`src/verilog/strap_pkg.sv`:
```
package strap_pkg;
    // ------------------------------------------------------------
    // Register offsets (word index on the strobed port)
    // ------------------------------------------------------------
    localparam logic [4:0] ctrl_addr = 5'h00;
    localparam logic [4:0] adv_addr = 5'h04;
    localparam logic [4:0] misc_addr = 5'h10;
    localparam logic [4:0] strap_addr = 5'h11;

    // ------------------------------------------------------------
    // Field positions
    // ------------------------------------------------------------
    localparam int ctrl_speed_bit = 13;
    localparam int ctrl_autoneg_bit = 12;
    localparam int ctrl_isolate_bit = 10;
    localparam int ctrl_duplex_bit = 8;
    localparam int adv_100fd_bit = 8;
    localparam int adv_100hd_bit = 7;
    localparam int adv_10fd_bit = 6;
    localparam int adv_10hd_bit = 5;
    localparam int misc_bcast_bit = 9;
    localparam int misc_chain_bit = 0;

    // ------------------------------------------------------------
    // Reset values before straps land
    // ------------------------------------------------------------
    localparam logic [15:0] ctrl_rst = 16'h0000;
    localparam logic [15:0] adv_rst = 16'h0001;
    localparam logic [15:0] misc_rst = 16'h0000;
    localparam logic [5:0] strap_rst = 6'h00;

    // Strap vector layout
    localparam int s_speed = 0;
    localparam int s_duplex = 1;
    localparam int s_autoneg = 2;
    localparam int s_isolate = 3;
    localparam int s_bcast = 4;
    localparam int s_chain_n = 5;
    localparam int strap_w = 6;

    // Release timing: seeding pulse on this count, counter saturates after
    localparam logic [1:0] load_cnt = 2'h2;
    localparam logic [1:0] rel_cnt_max = 2'h3;
endpackage

```
`src/verilog/strap_if.sv`:
```
`timescale 1ns/100ps
// Carries captured straps from the capture stage to the register file
interface strap_if;
    logic [5:0] level;
    logic load;
    modport cap (output level, output load);
    modport reg_side (input level, input load);
endinterface

```
`src/verilog/phy_strap_config_latch.sv`:
```
// Added by the designer: the strobed register port and the register addresses.
`timescale 1ns/100ps
// Overview of operation
// - At reset release the speed strap is sampled and loaded into control bit 13, high meaning 100 Mbps.
// - The same speed strap sets the advertised 100 Mbps abilities in the advertisement register; both 10 Mbps abilities are set at capture whatever the straps.
// - At reset release the duplex strap is loaded into control bit 8, high meaning half duplex.
// - At reset release the auto-negotiation strap is loaded into control bit 12, high meaning enabled.
// - At reset release the address-zero strap is latched, high making address 0 unique, low broadcast.
// - At reset release the pin-test-chain strap is latched, low enabling that test mode.
// - Strap pins are pulled inputs during reset and until capture completes, four cycles after release, then drive as outputs; the board holds levels.
// - At reset release the isolate strap is loaded into the control isolate bit, high meaning isolate.
module phy_strap_config_latch (
    input wire logic clk,
    input wire logic resetn,
    input wire logic [5:0] strap_in,
    input wire logic [5:0] strap_out_val,
    output logic [5:0] strap_out,
    output logic [5:0] strap_oe_n,
    output logic [5:0] strap_pull_en,
    input wire logic [4:0] addr,
    input wire logic [15:0] wdata,
    input wire logic wr,
    input wire logic rd,
    output logic [15:0] rdata,
    output logic speed_100,
    output logic full_duplex,
    output logic autoneg_en,
    output logic isolate_en,
    output logic addr_zero_unique,
    output logic chain_test_en
);
    // --------------------------------------------------------
    // Strap capture
    // --------------------------------------------------------
    strap_if sif ();
    logic done_r;
    logic [5:0] strap_r;
    logic [15:0] ctrl_r;
    logic [15:0] adv_r;
    logic [15:0] misc_r;
    logic [15:0] rdata_nxt;

    strap_capture #(.W(strap_pkg::strap_w)) u_cap (
        .clk(clk),
        .resetn(resetn),
        .pin_in(strap_in),
        .out(sif.cap)
    );

    // Capture done flag
    always_ff @(posedge clk or negedge resetn) begin
        if (!resetn) begin
            done_r <= 1'b0;
        end else if (sif.load) begin
            done_r <= 1'b1;
        end
    end

    always_ff @(posedge clk or negedge resetn) begin
        if (!resetn) begin
            strap_r <= strap_pkg::strap_rst;
        end else if (sif.load && !done_r) begin
            strap_r <= sif.level;
        end
    end

    // --------------------------------------------------------
    // Pin direction
    // --------------------------------------------------------
    // inputs then outputs
    always_ff @(posedge clk or negedge resetn) begin
        if (!resetn) begin
            strap_oe_n <= 6'h3f;
            strap_pull_en <= 6'h3f;
            strap_out <= 6'h00;
        end else begin
            strap_oe_n <= done_r ? 6'h00 : 6'h3f;
            strap_pull_en <= done_r ? 6'h00 : 6'h3f;
            strap_out <= done_r ? strap_out_val : 6'h00;
        end
    end

    // --------------------------------------------------------
    // Control register
    // --------------------------------------------------------
    // seed control
    always_ff @(posedge clk or negedge resetn) begin
        if (!resetn) begin
            ctrl_r <= strap_pkg::ctrl_rst;
        end else if (sif.load && !done_r) begin
            ctrl_r <= strap_pkg::ctrl_rst;
            ctrl_r[strap_pkg::ctrl_speed_bit] <= sif.level[strap_pkg::s_speed];
            ctrl_r[strap_pkg::ctrl_duplex_bit] <= ~sif.level[strap_pkg::s_duplex];
            ctrl_r[strap_pkg::ctrl_autoneg_bit] <= sif.level[strap_pkg::s_autoneg];
            ctrl_r[strap_pkg::ctrl_isolate_bit] <= sif.level[strap_pkg::s_isolate];
        end else if (wr && addr == strap_pkg::ctrl_addr) begin
            ctrl_r <= wdata;
        end
    end

    // --------------------------------------------------------
    // Advertisement register
    // --------------------------------------------------------
    // speed abilities
    always_ff @(posedge clk or negedge resetn) begin
        if (!resetn) begin
            adv_r <= strap_pkg::adv_rst;
        end else if (sif.load && !done_r) begin
            adv_r <= strap_pkg::adv_rst;
            adv_r[strap_pkg::adv_100fd_bit] <= sif.level[strap_pkg::s_speed];
            adv_r[strap_pkg::adv_100hd_bit] <= sif.level[strap_pkg::s_speed];
            adv_r[strap_pkg::adv_10fd_bit] <= 1'b1;
            adv_r[strap_pkg::adv_10hd_bit] <= 1'b1;
        end else if (wr && addr == strap_pkg::adv_addr) begin
            adv_r <= wdata;
        end
    end

    // --------------------------------------------------------
    // Misc register
    // --------------------------------------------------------
    // latch modes
    always_ff @(posedge clk or negedge resetn) begin
        if (!resetn) begin
            misc_r <= strap_pkg::misc_rst;
        end else if (sif.load && !done_r) begin
            misc_r <= strap_pkg::misc_rst;
            misc_r[strap_pkg::misc_bcast_bit] <= sif.level[strap_pkg::s_bcast];
            misc_r[strap_pkg::misc_chain_bit] <= ~sif.level[strap_pkg::s_chain_n];
        end else if (wr && addr == strap_pkg::misc_addr) begin
            misc_r <= wdata;
        end
    end

    // --------------------------------------------------------
    // Read path
    // --------------------------------------------------------
    // Address decode
    always_comb begin
        rdata_nxt = 16'h0000;
        if (addr == strap_pkg::ctrl_addr) begin
            rdata_nxt = ctrl_r;
        end else if (addr == strap_pkg::adv_addr) begin
            rdata_nxt = adv_r;
        end else if (addr == strap_pkg::misc_addr) begin
            rdata_nxt = misc_r;
        end else if (addr == strap_pkg::strap_addr) begin
            rdata_nxt = {9'h000, done_r, strap_r};
        end
    end

    // Read data one cycle later
    always_ff @(posedge clk or negedge resetn) begin
        if (!resetn) begin
            rdata <= 16'h0000;
        end else begin
            rdata <= rd ? rdata_nxt : 16'h0000;
        end
    end

    // Mode outputs
    always_ff @(posedge clk or negedge resetn) begin
        if (!resetn) begin
            speed_100 <= 1'b0;
            full_duplex <= 1'b0;
            autoneg_en <= 1'b0;
            isolate_en <= 1'b0;
            addr_zero_unique <= 1'b0;
            chain_test_en <= 1'b0;
        end else begin
            speed_100 <= ctrl_r[strap_pkg::ctrl_speed_bit];
            full_duplex <= ctrl_r[strap_pkg::ctrl_duplex_bit];
            autoneg_en <= ctrl_r[strap_pkg::ctrl_autoneg_bit];
            isolate_en <= ctrl_r[strap_pkg::ctrl_isolate_bit];
            addr_zero_unique <= misc_r[strap_pkg::misc_bcast_bit];
            chain_test_en <= misc_r[strap_pkg::misc_chain_bit];
        end
    end
endmodule

```
`src/verilog/strap_capture.sv`:
```
`timescale 1ns/100ps
module strap_capture #(
    parameter int W = 6
) (
    input wire logic clk,
    input wire logic resetn,
    input wire logic [W-1:0] pin_in,
    strap_if.cap out
);
    logic [W-1:0] s1_r;
    logic [W-1:0] s2_r;
    logic [1:0] rel_r;

    // Only the documented strap count is served
    if (W != strap_pkg::strap_w) begin : g_bad_width
        $error("strap width mismatch");
    end

    // Two-stage synchroniser on pins
    always_ff @(posedge clk or negedge resetn) begin
        if (!resetn) begin
            s1_r <= '0;
            s2_r <= '0;
        end else begin
            s1_r <= pin_in;
            s2_r <= s1_r;
        end
    end

    // Release tracker; load fires once after release
    always_ff @(posedge clk or negedge resetn) begin
        if (!resetn) begin
            rel_r <= 2'h0;
        end else if (rel_r != strap_pkg::rel_cnt_max) begin
            rel_r <= rel_r + 2'h1;
        end
    end

    // Load pulse when synchronised pins reflect post-release levels
    assign out.load = (rel_r == strap_pkg::load_cnt);
    assign out.level = s2_r;
endmodule

```
`config.mk`:
```
export PLATFORM = sky130hd
export DESIGN_NAME = phy_strap_config_latch
export DESIGN_NICKNAME = d
export VERILOG_FILES = /design/src/verilog/strap_pkg.sv /design/src/verilog/strap_if.sv /design/src/verilog/phy_strap_config_latch.sv /design/src/verilog/strap_capture.sv
export SDC_FILE = /design/constraint.sdc
export NUM_CORES = 1
export LEC_CHECK = 0
export BUFFER_PORTS_ARGS = -buffer_cell sky130_fd_sc_hd__clkbuf_2
export CORE_MARGIN = 8
export CORE_UTILIZATION = 55
export DETAILED_ROUTE_END_ITERATION = 8
export PLACE_DENSITY = 0.86
export RECOVER_POWER = 100
export SYNTH_ARGS = -nofsm -noshare
export SYNTH_HDL_FRONTEND = slang
export SYNTH_SLANG_ARGS = --single-unit
```
`constraint.sdc`:
```
create_clock -name clk -period 2.1 [get_ports clk]
set_clock_uncertainty 0.05 [all_clocks]
set_input_delay 0.21 -clock clk [delete_from_list [all_inputs] [get_ports clk]]
set_output_delay 0.21 -clock clk [all_outputs]
set_load 0.02 [all_outputs]
```
-- Yosys cells after proc, flatten, opt, wreduce, memory -nomap -nowiden
Cells that the tools add are included.
- add/subtract/negate cells: 1
- eq/ne operators: 5
- muxes and demuxes: 13
- bitwise logic cells: 2
- reduce and logical (&&, ||, !) cells: 9
- operator list (operator ; count):
    16-bit two-way mux ; 10
    6-bit two-way mux ; 2
    5-bit == test, second input constant ; 2
    7-bit two-way mux ; 1
    2-bit nonzero test ; 3
    5-bit by 3-bit == test with 1-bit output, second input constant ; 1
    5-bit zero test ; 1
    1-bit logical AND ; 4
    2-bit by 1-bit adder with 2-bit output, second input constant ; 1
    2-bit == test, second input constant ; 1
    2-bit != test, second input constant ; 1
    1-bit inverter ; 2
    1-bit zero test ; 1
- register bits after elaboration: 103
- input bits: 37
- output and inout port bits: 40
- logic and storage cells: 47

-- Depth between registers and ports, before layout
Gate-level depths: netlist of run 1.
- depth after elaboration: 6
- mapped depth: 7
- depth with buffers taken out: 5

-- Hierarchy
From an unflattened synthesis of run 1, not the netlist that was laid out.
- cells, all modules: 421
- area, all modules: 4259.1 sq um
- by module, submodules not included (module ; instances ; cells each ; area each (sq um) ; sequential area each (sq um)):
    phy_strap_config_latch ; 1 ; 401 ; 3862.5 ; 2104.5
    strap_capture ; 1 ; 20 ; 396.6 ; 350.3

-- Least setup slack after synthesis of run 1
No wires, ideal clock.
- path kind: reg2reg
- start point: register u_cap.rel_r[0]
- end point: register ctrl_r[8]
- library setup time: 0.087 ns
- arrival time: 1.377 ns
- data required time: 1.963 ns
- slack: 0.585 ns
- stages on the path, launching flop included: 8
- path buffers: 2
- clock period less this slack: 1.515 ns
- path through: dfrtp_1 -> inv_1 -> ha_1 -> nor2b_1 -> clkbuf_1 -> clkbuf_1 -> a31oi_1 -> a22oi_1
- longest elaborated chain between the ends: 3
- elaborated cells on any way between the ends: 4
- those cells by class: eq/ne (1); mux (1); reduce/logical (2)
- ends and longest elaborated chain (element ; line ; RTL):
    from (decl) ; strap_capture.sv:12 ; logic [1:0] rel_r;
    from (signal assigned) ; strap_capture.sv:35 ; rel_r <= rel_r + 2'h1;
    2-bit == test * ; strap_capture.sv:40 ; assign out.load = (rel_r == strap_pkg::load_cnt);
    1-bit logical AND * ; phy_strap_config_latch.sv:90 ; end else if (sif.load && !done_r) begin
    16-bit two-way mux / 2-bit nonzero test (equally long branches) ; -- ;
    to (signal assigned) ; phy_strap_config_latch.sv:89 ; ctrl_r <= strap_pkg::ctrl_rst;
    to (signal assigned) ; phy_strap_config_latch.sv:91 ; ctrl_r <= strap_pkg::ctrl_rst;
    to (signal, indexed assignment) ; phy_strap_config_latch.sv:92 ; ctrl_r[strap_pkg::ctrl_speed_bit] <= sif.level[strap_pkg::s_speed];
    to (decl) ; phy_strap_config_latch.sv:38 ; logic [15:0] ctrl_r;
Mark *: on every way between the ends. The rest lies on a longest branch, timed or not.
A chain may end at the register's enable or synchronous reset.

-- Final worst setup path of run 1
- start point: input addr[0]
- end point: register rdata[7]
- longest elaborated chain between the ends: 5
- elaborated cells on any way between the ends: 7
- those cells by class: eq/ne (2); mux (4); reduce/logical (1)
- ends and longest elaborated chain (element ; line ; RTL):
    from (decl) ; phy_strap_config_latch.sv:20 ; input wire logic [4:0] addr,
    5-bit == test ; phy_strap_config_latch.sv:145 ; end else if (addr == strap_pkg::misc_addr) begin
    16-bit two-way mux ; phy_strap_config_latch.sv:145 ;
    16-bit two-way mux ; phy_strap_config_latch.sv:143 ; end else if (addr == strap_pkg::adv_addr) begin
    16-bit two-way mux * ; phy_strap_config_latch.sv:141 ; if (addr == strap_pkg::ctrl_addr) begin
    16-bit two-way mux * ; phy_strap_config_latch.sv:157 ; rdata <= rd ? rdata_nxt : 16'h0000;
    to (signal assigned) ; phy_strap_config_latch.sv:157 ;
    to (decl) ; phy_strap_config_latch.sv:24 ; output logic [15:0] rdata,
Marks and branches as above.

==> results.tsv, run 1 <==
metric	value	unit
GR Util met1	23.8	%
post-route minimum period	1.71	ns
DR vias	3592	
Setup-failing EPs final	0	
Worst Hold Class	primary input to flip-flop	
post-CTS setup buffers	0	
Unique masters post-synth	39	
grt peak-use layer	met2	
mean area per synthesized cell	10.2	um^2
Final period util	81.2	%
total power	4.02	mW
initial core utilization	56.0	%
fin area	4930	um^2
most frequent cell after synthesis	dfrtp_1	
Startpoint Class	primary input	
synthesized net count	457	
top cells by count, synth	96 x dfrtp_1, 58 x a21oi_1, 49 x o21ai_0, 44 x nand3_1, 23 x clkbuf_1	
CP Max Fanout	32	
worst skew pair latency	0.37	ns
ys flop type	dfrtp_1	
WL per Instance	18.6	um
maximum clock path buffer count	2	
unrepaired setup endpoints after global routing	false	
met3 Use GR	5.58	%
Leakage	2.16	nW
# nets final	521	
total CTS buffers	9	
Final Hold Violating Endpoints	0	
Synth top area share	56.4	%
chip height	104	um
Final HPWL DP	7.04	mm
synthesis-to-finish area growth	15.7	%
top cells by area, synth	dfrtp_1 56%, a21oi_1 6.8%, o21ai_0 5.8%, nand3_1 5.2%, o221a_2 2.4%	
CP arrival	1.96	ns
Routed Antenna Nets	0	
number of inserted diodes	0	
Clock Tree Root	clkbuf_8	
Post-DP Area	4650	um^2
YS warnings	0	
I/O Buffers	76	
sequential share of the synthesized area	57.6	%
num rows	32	
Max Cap Viol	0	
Routed WL	10.9	mm
Fmax	586	MHz
cts repair resizes	0	
routability cong.	0.851	
antenna violations before repair	0	
reg-to-reg setup timing slack	0.51	ns
Clock transition at path regs	0.11	ns
vias in the first global route	3661	
Mapped Cells	418	
Post-CTS Hold Buffers	12	
I/O pin total	77	
normalized max-slew margin	28.4	%
CP required	2.35	ns
area leader, netlist	dfrtp_1	
core box area	7610	um^2
Total Neg Setup Slack	0	ns
post-DR vias/cell	6.10	
number of flops mapped to enable cells by yosys	0	
CTS HTree Levels	3	
Inst Count DP	560	
outcome	completed	
layout cells sized above 1	17.7	%
pwr/cell area	816	nW/um^2
Die Wd	104	um
CP endpoint kind	flip-flop	
Layout Cells excl Fill	589	
PnR worst setup slack	0.395	ns
ys async rst share	100	%
largest net degree at the start of global routing	52	
maximum VDD drop	0.593	mV
clk sinks	98	
1st-pass router iterations	6	
die area	10800	um^2
DRC Markers	0	
CTS tree	done	
worst-margin pin slew	1.07	ns
Total Routing Usage GR	20.1	%
global-route wire length before repair	17.7	mm
Netlist Area Pre-Place	4260	um^2
dpl ws	0.308	ns
Crit Path Category	primary input to flip-flop	
Synth Register Bits	98	
Final Slew Violations	0	
Congestion Overflow GR	0	
initial drt markers	337	
met2 Use GR	33.1	%
[cell type report]
type                    count  area, um^2
well taps                 102         128
clock inverters             5        63.8
inverters                  11        41.3
repair buffers            101         573
fillers                   627        2680
multi-input cells         261        1530
flip-flops and latches     98        2450
clock buffers              11         141
[flip-flops by register name, summed over array words and instances (netlist names), 2 cells and up]
name,count
strap_out,6
misc_r,16
ctrl_r,16
rdata,16
adv_r,16
strap_r,6
u_cap.out.level,6
u_cap.s1_r,6
u_cap.rel_r,2
[per-stage QoR]
stage                     utilization (%)  hold WS (ns)
after floorplan                         -        -0.136
after global placement               61.2         0.184
after detailed placement             61.2         0.193
after CTS                            65.5       0.00193
after global routing                 64.8        0.0323
final                                64.8        0.0332
[layout by cell type (no fill, tap or decap), types with 3 or more instances in the layout]
master         synthesis  layout
and3_1                 9       9
nand2b_1               9       9
o221a_2                9       9
nor2_1                 4       4
inv_1                 11      11
clkbuf_1              23      41
nand2_1               20      20
dfrtp_1               96      96
nand3_1               44      44
a21o_1                 7       7
buf_4                 11       9
o21ai_0               49      54
dlygate4sd3_1          0      13
and2_1                 6       3
mux2_2                 7       7
a31oi_1                7       7
clkbuf_8               0      10
nand4_1                8       8
clkbuf_2               2      37
and2_0                 1       4
a21oi_1               58      58
[routing by layer]
metal	vias to the layer above	part of all wire, %
met5	-	0
met4	0	2.8
met3	36	9.8
met2	223	50
met1	1740	38
li1	1593	-
[worst paths after layout]
kind | startpoint | end | cells after the start
min in group asynchronous | resetn | ctrl_r[0] | 2
min | wdata[14] | misc_r[14] | 3
max in group asynchronous | resetn | rdata[5] | 3
max reg2reg | u_cap.rel_r[0] | misc_r[0] | 6
min reg2reg | u_cap.s1_r[4] | u_cap.out.level[4] | 0
max | addr[0] | rdata[7] | 5
[kinds of logic (layout without fill, tap and decap cells)]
group	count (synthesis)	after routing	share of synthesized area, %
buffers and inverters	59	128	6.72
muxes	7	7	1.85
DFF	98	98	57.6
adders and majority gates	2	2	0.587
AOI/OAI and AO/OA	139	139	18.4
xor gates and xnor gates	1	1	0.205
and+or+nand+nor	112	112	14.6
[power breakdown]
group | total (mW) | internal (mW) | switching [mW]
logic | 0.554 | 0.216 | 0.338
registers | 2.22 | 2.11 | 0.111
clock network | 1.25 | 0.592 | 0.654
total | 4.02 | 2.92 | 1.10
[critical path, stage by stage]
cell,delay (ns)
clkbuf_1,0.27
or4_1,0.57
clkbuf_2,0.39
a21oi_1,0.29
o221a_2,0.22
No activity file was read; power rests on OpenSTA's default activity.
==> run 2: changes to the inputs <==
--- a/config.mk
+++ b/config.mk
@@ -5,6 +5,7 @@
 export SDC_FILE = /design/constraint.sdc
 export NUM_CORES = 1
 export LEC_CHECK = 0
+export ABC_AREA = 1
 export BUFFER_PORTS_ARGS = -buffer_cell sky130_fd_sc_hd__clkbuf_2
 export CORE_MARGIN = 8
 export CORE_UTILIZATION = 55
==> constraint.sdc (replaced) <==
create_clock -name clk -period 1.7 [get_ports clk]
set_clock_uncertainty 0.05 [all_clocks]
set_input_delay 0.17 -clock clk [delete_from_list [all_inputs] [get_ports clk]]
set_output_delay 0.17 -clock clk [all_outputs]
set_load 0.02 [all_outputs]
==> run 2 against run 1 <==
  * Utilization increased by 3.8 points
  * Synthesized cell count up 12%
  * Register-to-register slack worse by 0.49 ns
==> results.tsv, run 2 <==
metric	value	unit	change
outcome	completed		
Routed Antenna Nets	0		unchanged
Mapped Cells	468		+12%
Final period util	98.9	%	
CP arrival	1.89	ns	-0.07 ns
top cells by area, synth	dfrtp_1 56%, nand2_1 7.6%, nand3_1 7.0%, nor2_1 4.7%, nand4_1 3.2%		
Clock Tree Root	clkbuf_8		
sequential share of the synthesized area	57.0	%	-0.60 points
DRC Markers	0		unchanged
WL per Instance	16.6	um	-11%
I/O pin total	77		unchanged
Final Hold Violating Endpoints	0		unchanged
ys async rst share	100	%	unchanged
number of flops mapped to enable cells by yosys	0		unchanged
fin area	5250	um^2	+6.5%
Worst Hold Class	primary input to flip-flop		
met2 Use GR	32.3	%	-0.80 points
chip height	105	um	+0.45%
Unique masters post-synth	25		-36%
initial drt markers	321		-4.7%
Simple-Gate Fraction of Synth Area	27.9	%	+13 points
Netlist Area Pre-Place	4310	um^2	+1.1%
Leakage	2.79	nW	+29%
Synth Register Bits	98		unchanged
1st-pass router iterations	5		-1
CTS tree	done		
Fmax	595	MHz	
clk sinks	98		unchanged
antenna violations before repair	0		unchanged
met3 Use GR	4.83	%	-0.74 points
CP required	1.91	ns	-0.44 ns
normalized max-slew margin	29.2	%	+0.76 points
Crit Path Category	flip-flop to flip-flop		
total CTS buffers	9		unchanged
area leader, netlist	dfrtp_1		
Routed WL	11.1	mm	+1.8%
post-synthesis mux area share	0	%	-1.8 points
commonest non-fill, non-tap cell in the layout	dfrtp_1		
largest net degree at the start of global routing	56		+7.7%
layout cells sized above 1	25.8	%	+8.2 points
initial core utilization	56.3	%	+0.30 points
top cells by count, synth	96 x dfrtp_1, 87 x nand2_1, 60 x nand3_1, 54 x nor2_1, 35 x inv_1		
routability cong.	0.898		+5.5%
Final Slew Violations	0		unchanged
Startpoint Class	flip-flop		
Clock transition at path regs	0.09	ns	-0.02 ns
worst-margin pin slew	1.06	ns	-0.0114 ns
xor and xnor area share after synthesis	0.203	%	-0.0021 points
post-DR vias/cell	5.51		-9.7%
total power	5.18	mW	+29%
commonest cells after routing, fill and taps aside	96 x dfrtp_1, 87 x nand2_1, 76 x clkbuf_2		
synthesis-to-finish area growth	21.9	%	
Post-DP Area	4790	um^2	+3.0%
core box area	7650	um^2	+0.53%
post-route minimum period	1.68	ns	
I/O Buffers	76		unchanged
Total Neg Setup Slack	0	ns	unchanged
Final HPWL DP	7.27	mm	+3.2%
Fill cells	557		-11%
Adder-Cell Fraction of Synth Area	0.581	%	-0.0061 points
CP Max Fanout	9		-72%
number of inserted diodes	0		unchanged
main combinational cell family by area after synthesis	simple AND/OR/NAND/NOR gates		
ys flop type	dfrtp_1		
Synth Area in Compound Gates	5.58	%	-13 points
Total Routing Usage GR	19.6	%	-0.51 points
Die Wd	105	um	+0.45%
most frequent cell after synthesis	dfrtp_1		
PnR worst setup slack	0.0184	ns	-0.377 ns
synthesized net count	507		+11%
utilization after layout	68.7	%	+3.8 points
global-route wire length before repair	17.5	mm	-1.4%
worst skew pair latency	0.37	ns	about the same
GR Util met1	24.1	%	+0.33 points
dpl ws	0.0419	ns	-0.266 ns
# nets final	603		+16%
die area	10900	um^2	+0.90%
DR vias	3695		+2.9%
num rows	32		unchanged
maximum VDD drop	0.516	mV	-13%
CTS HTree Levels	3		unchanged
grt peak-use layer	met2		
YS warnings	0		unchanged
Synth top area share	55.8	%	-0.59 points
pwr/cell area	986	nW/um^2	+21%
maximum clock path buffer count	2		unchanged
Max Cap Viol	0		unchanged
CP endpoint kind	flip-flop		
Setup-failing EPs final	0		unchanged
Congestion Overflow GR	0		unchanged
mean area per synthesized cell	9.20	um^2	-9.7%
vias in the first global route	3644		-0.46%
## run 2: cell count changes in the layout (fill, tap and decap cells not counted), moves of 11 or more
| cell | previous run | this run |
|---|---|---|
| clkbuf_1 | 41 | 4 |
| inv_1 | 11 | 34 |
| clkbuf_2 | 37 | 76 |
| buf_4 | 9 | 20 |
| nand3_1 | 44 | 60 |
| nand4_1 | 8 | 22 |
| nor2_1 | 4 | 55 |
| o21ai_1 | 1 | 28 |
| a21oi_1 | 58 | 9 |
| o21ai_0 | 54 | 11 |
| nand2_1 | 20 | 87 |
## run 2: report_power, final
group	internal, mW	total, mW	switching [mW]
clock	0.947	1.73	0.781
sequential	2.61	2.78	0.170
combinational	0.262	0.675	0.413
## run 2: logic make-up (layout without fill, tap and decap cells)
family,count (synthesis),in the layout
adders and majority gates,2,2
xor gates and xnor gates,1,1
buffers and inverters,75,176
and+or+nand+nor,244,244
DFF,98,98
AOI/OAI and AO/OA,48,48
## run 2: metal layers
metal  wire length [um]  vias to the layer above
met4                269                        0
met3                950                       26
met5                  0                        -
met2               5560                      217
li1                   -                     1709
met1               4360                     1743
## run 2: layout make-up
cell class	instances	area [um^2]	share of cell area [%]
inverter	38	148	2.81
multi-input combinational	295	1480	28.2
clock buffer	12	165	3.14
sequential	98	2450	46.7
tap	102	128	2.43
timing repair buffer	122	803	15.3
clock inverter	4	72.6	1.38
## run 2: through the flow
step / hold WS (ns) / instances
after floorplan: -0.176 / 468
after global placement: 0.125 / 630
after detailed placement: 0.124 / 630
after CTS: 0.00402 / 660
after global routing: 0.0212 / 671
final: 0.0136 / 671
## run 2: timing repair
action	CTS	global route
endpoints found under the hold margin	109	0
gates cloned	0	2
gates resized for setup	1	14
setup buffers	0	9
endpoints found under the setup margin	1	7
hold buffers	14	0
pin swaps	0	1
## run 2: path summary, 6_finish.rpt
check	slack, ns	start	to	cells past startpoint
min reg2reg	0.31	u_cap.s1_r[1]	u_cap.out.level[1]	0
max in group asynchronous	0.35	resetn	ctrl_r[7]	3
max reg2reg	0.02	u_cap.rel_r[0]	misc_r[14]	10
min in group asynchronous	0.47	resetn	rdata[0]	3
min	0.01	wdata[2]	misc_r[2]	3
max	0.02	u_cap.rel_r[0]	misc_r[14]	10
## run 2: critical path, stage by stage (launching register included)
cell and delay [ns]:
dfrtp_1 0.39, inv_2 0.07, ha_4 0.13, inv_2 0.04, nor2_4 0.18, clkinv_4 0.12
buf_6 0.13, buf_6 0.12, clkbuf_16 0.15, nand3_1 0.11, nand2_1 0.08
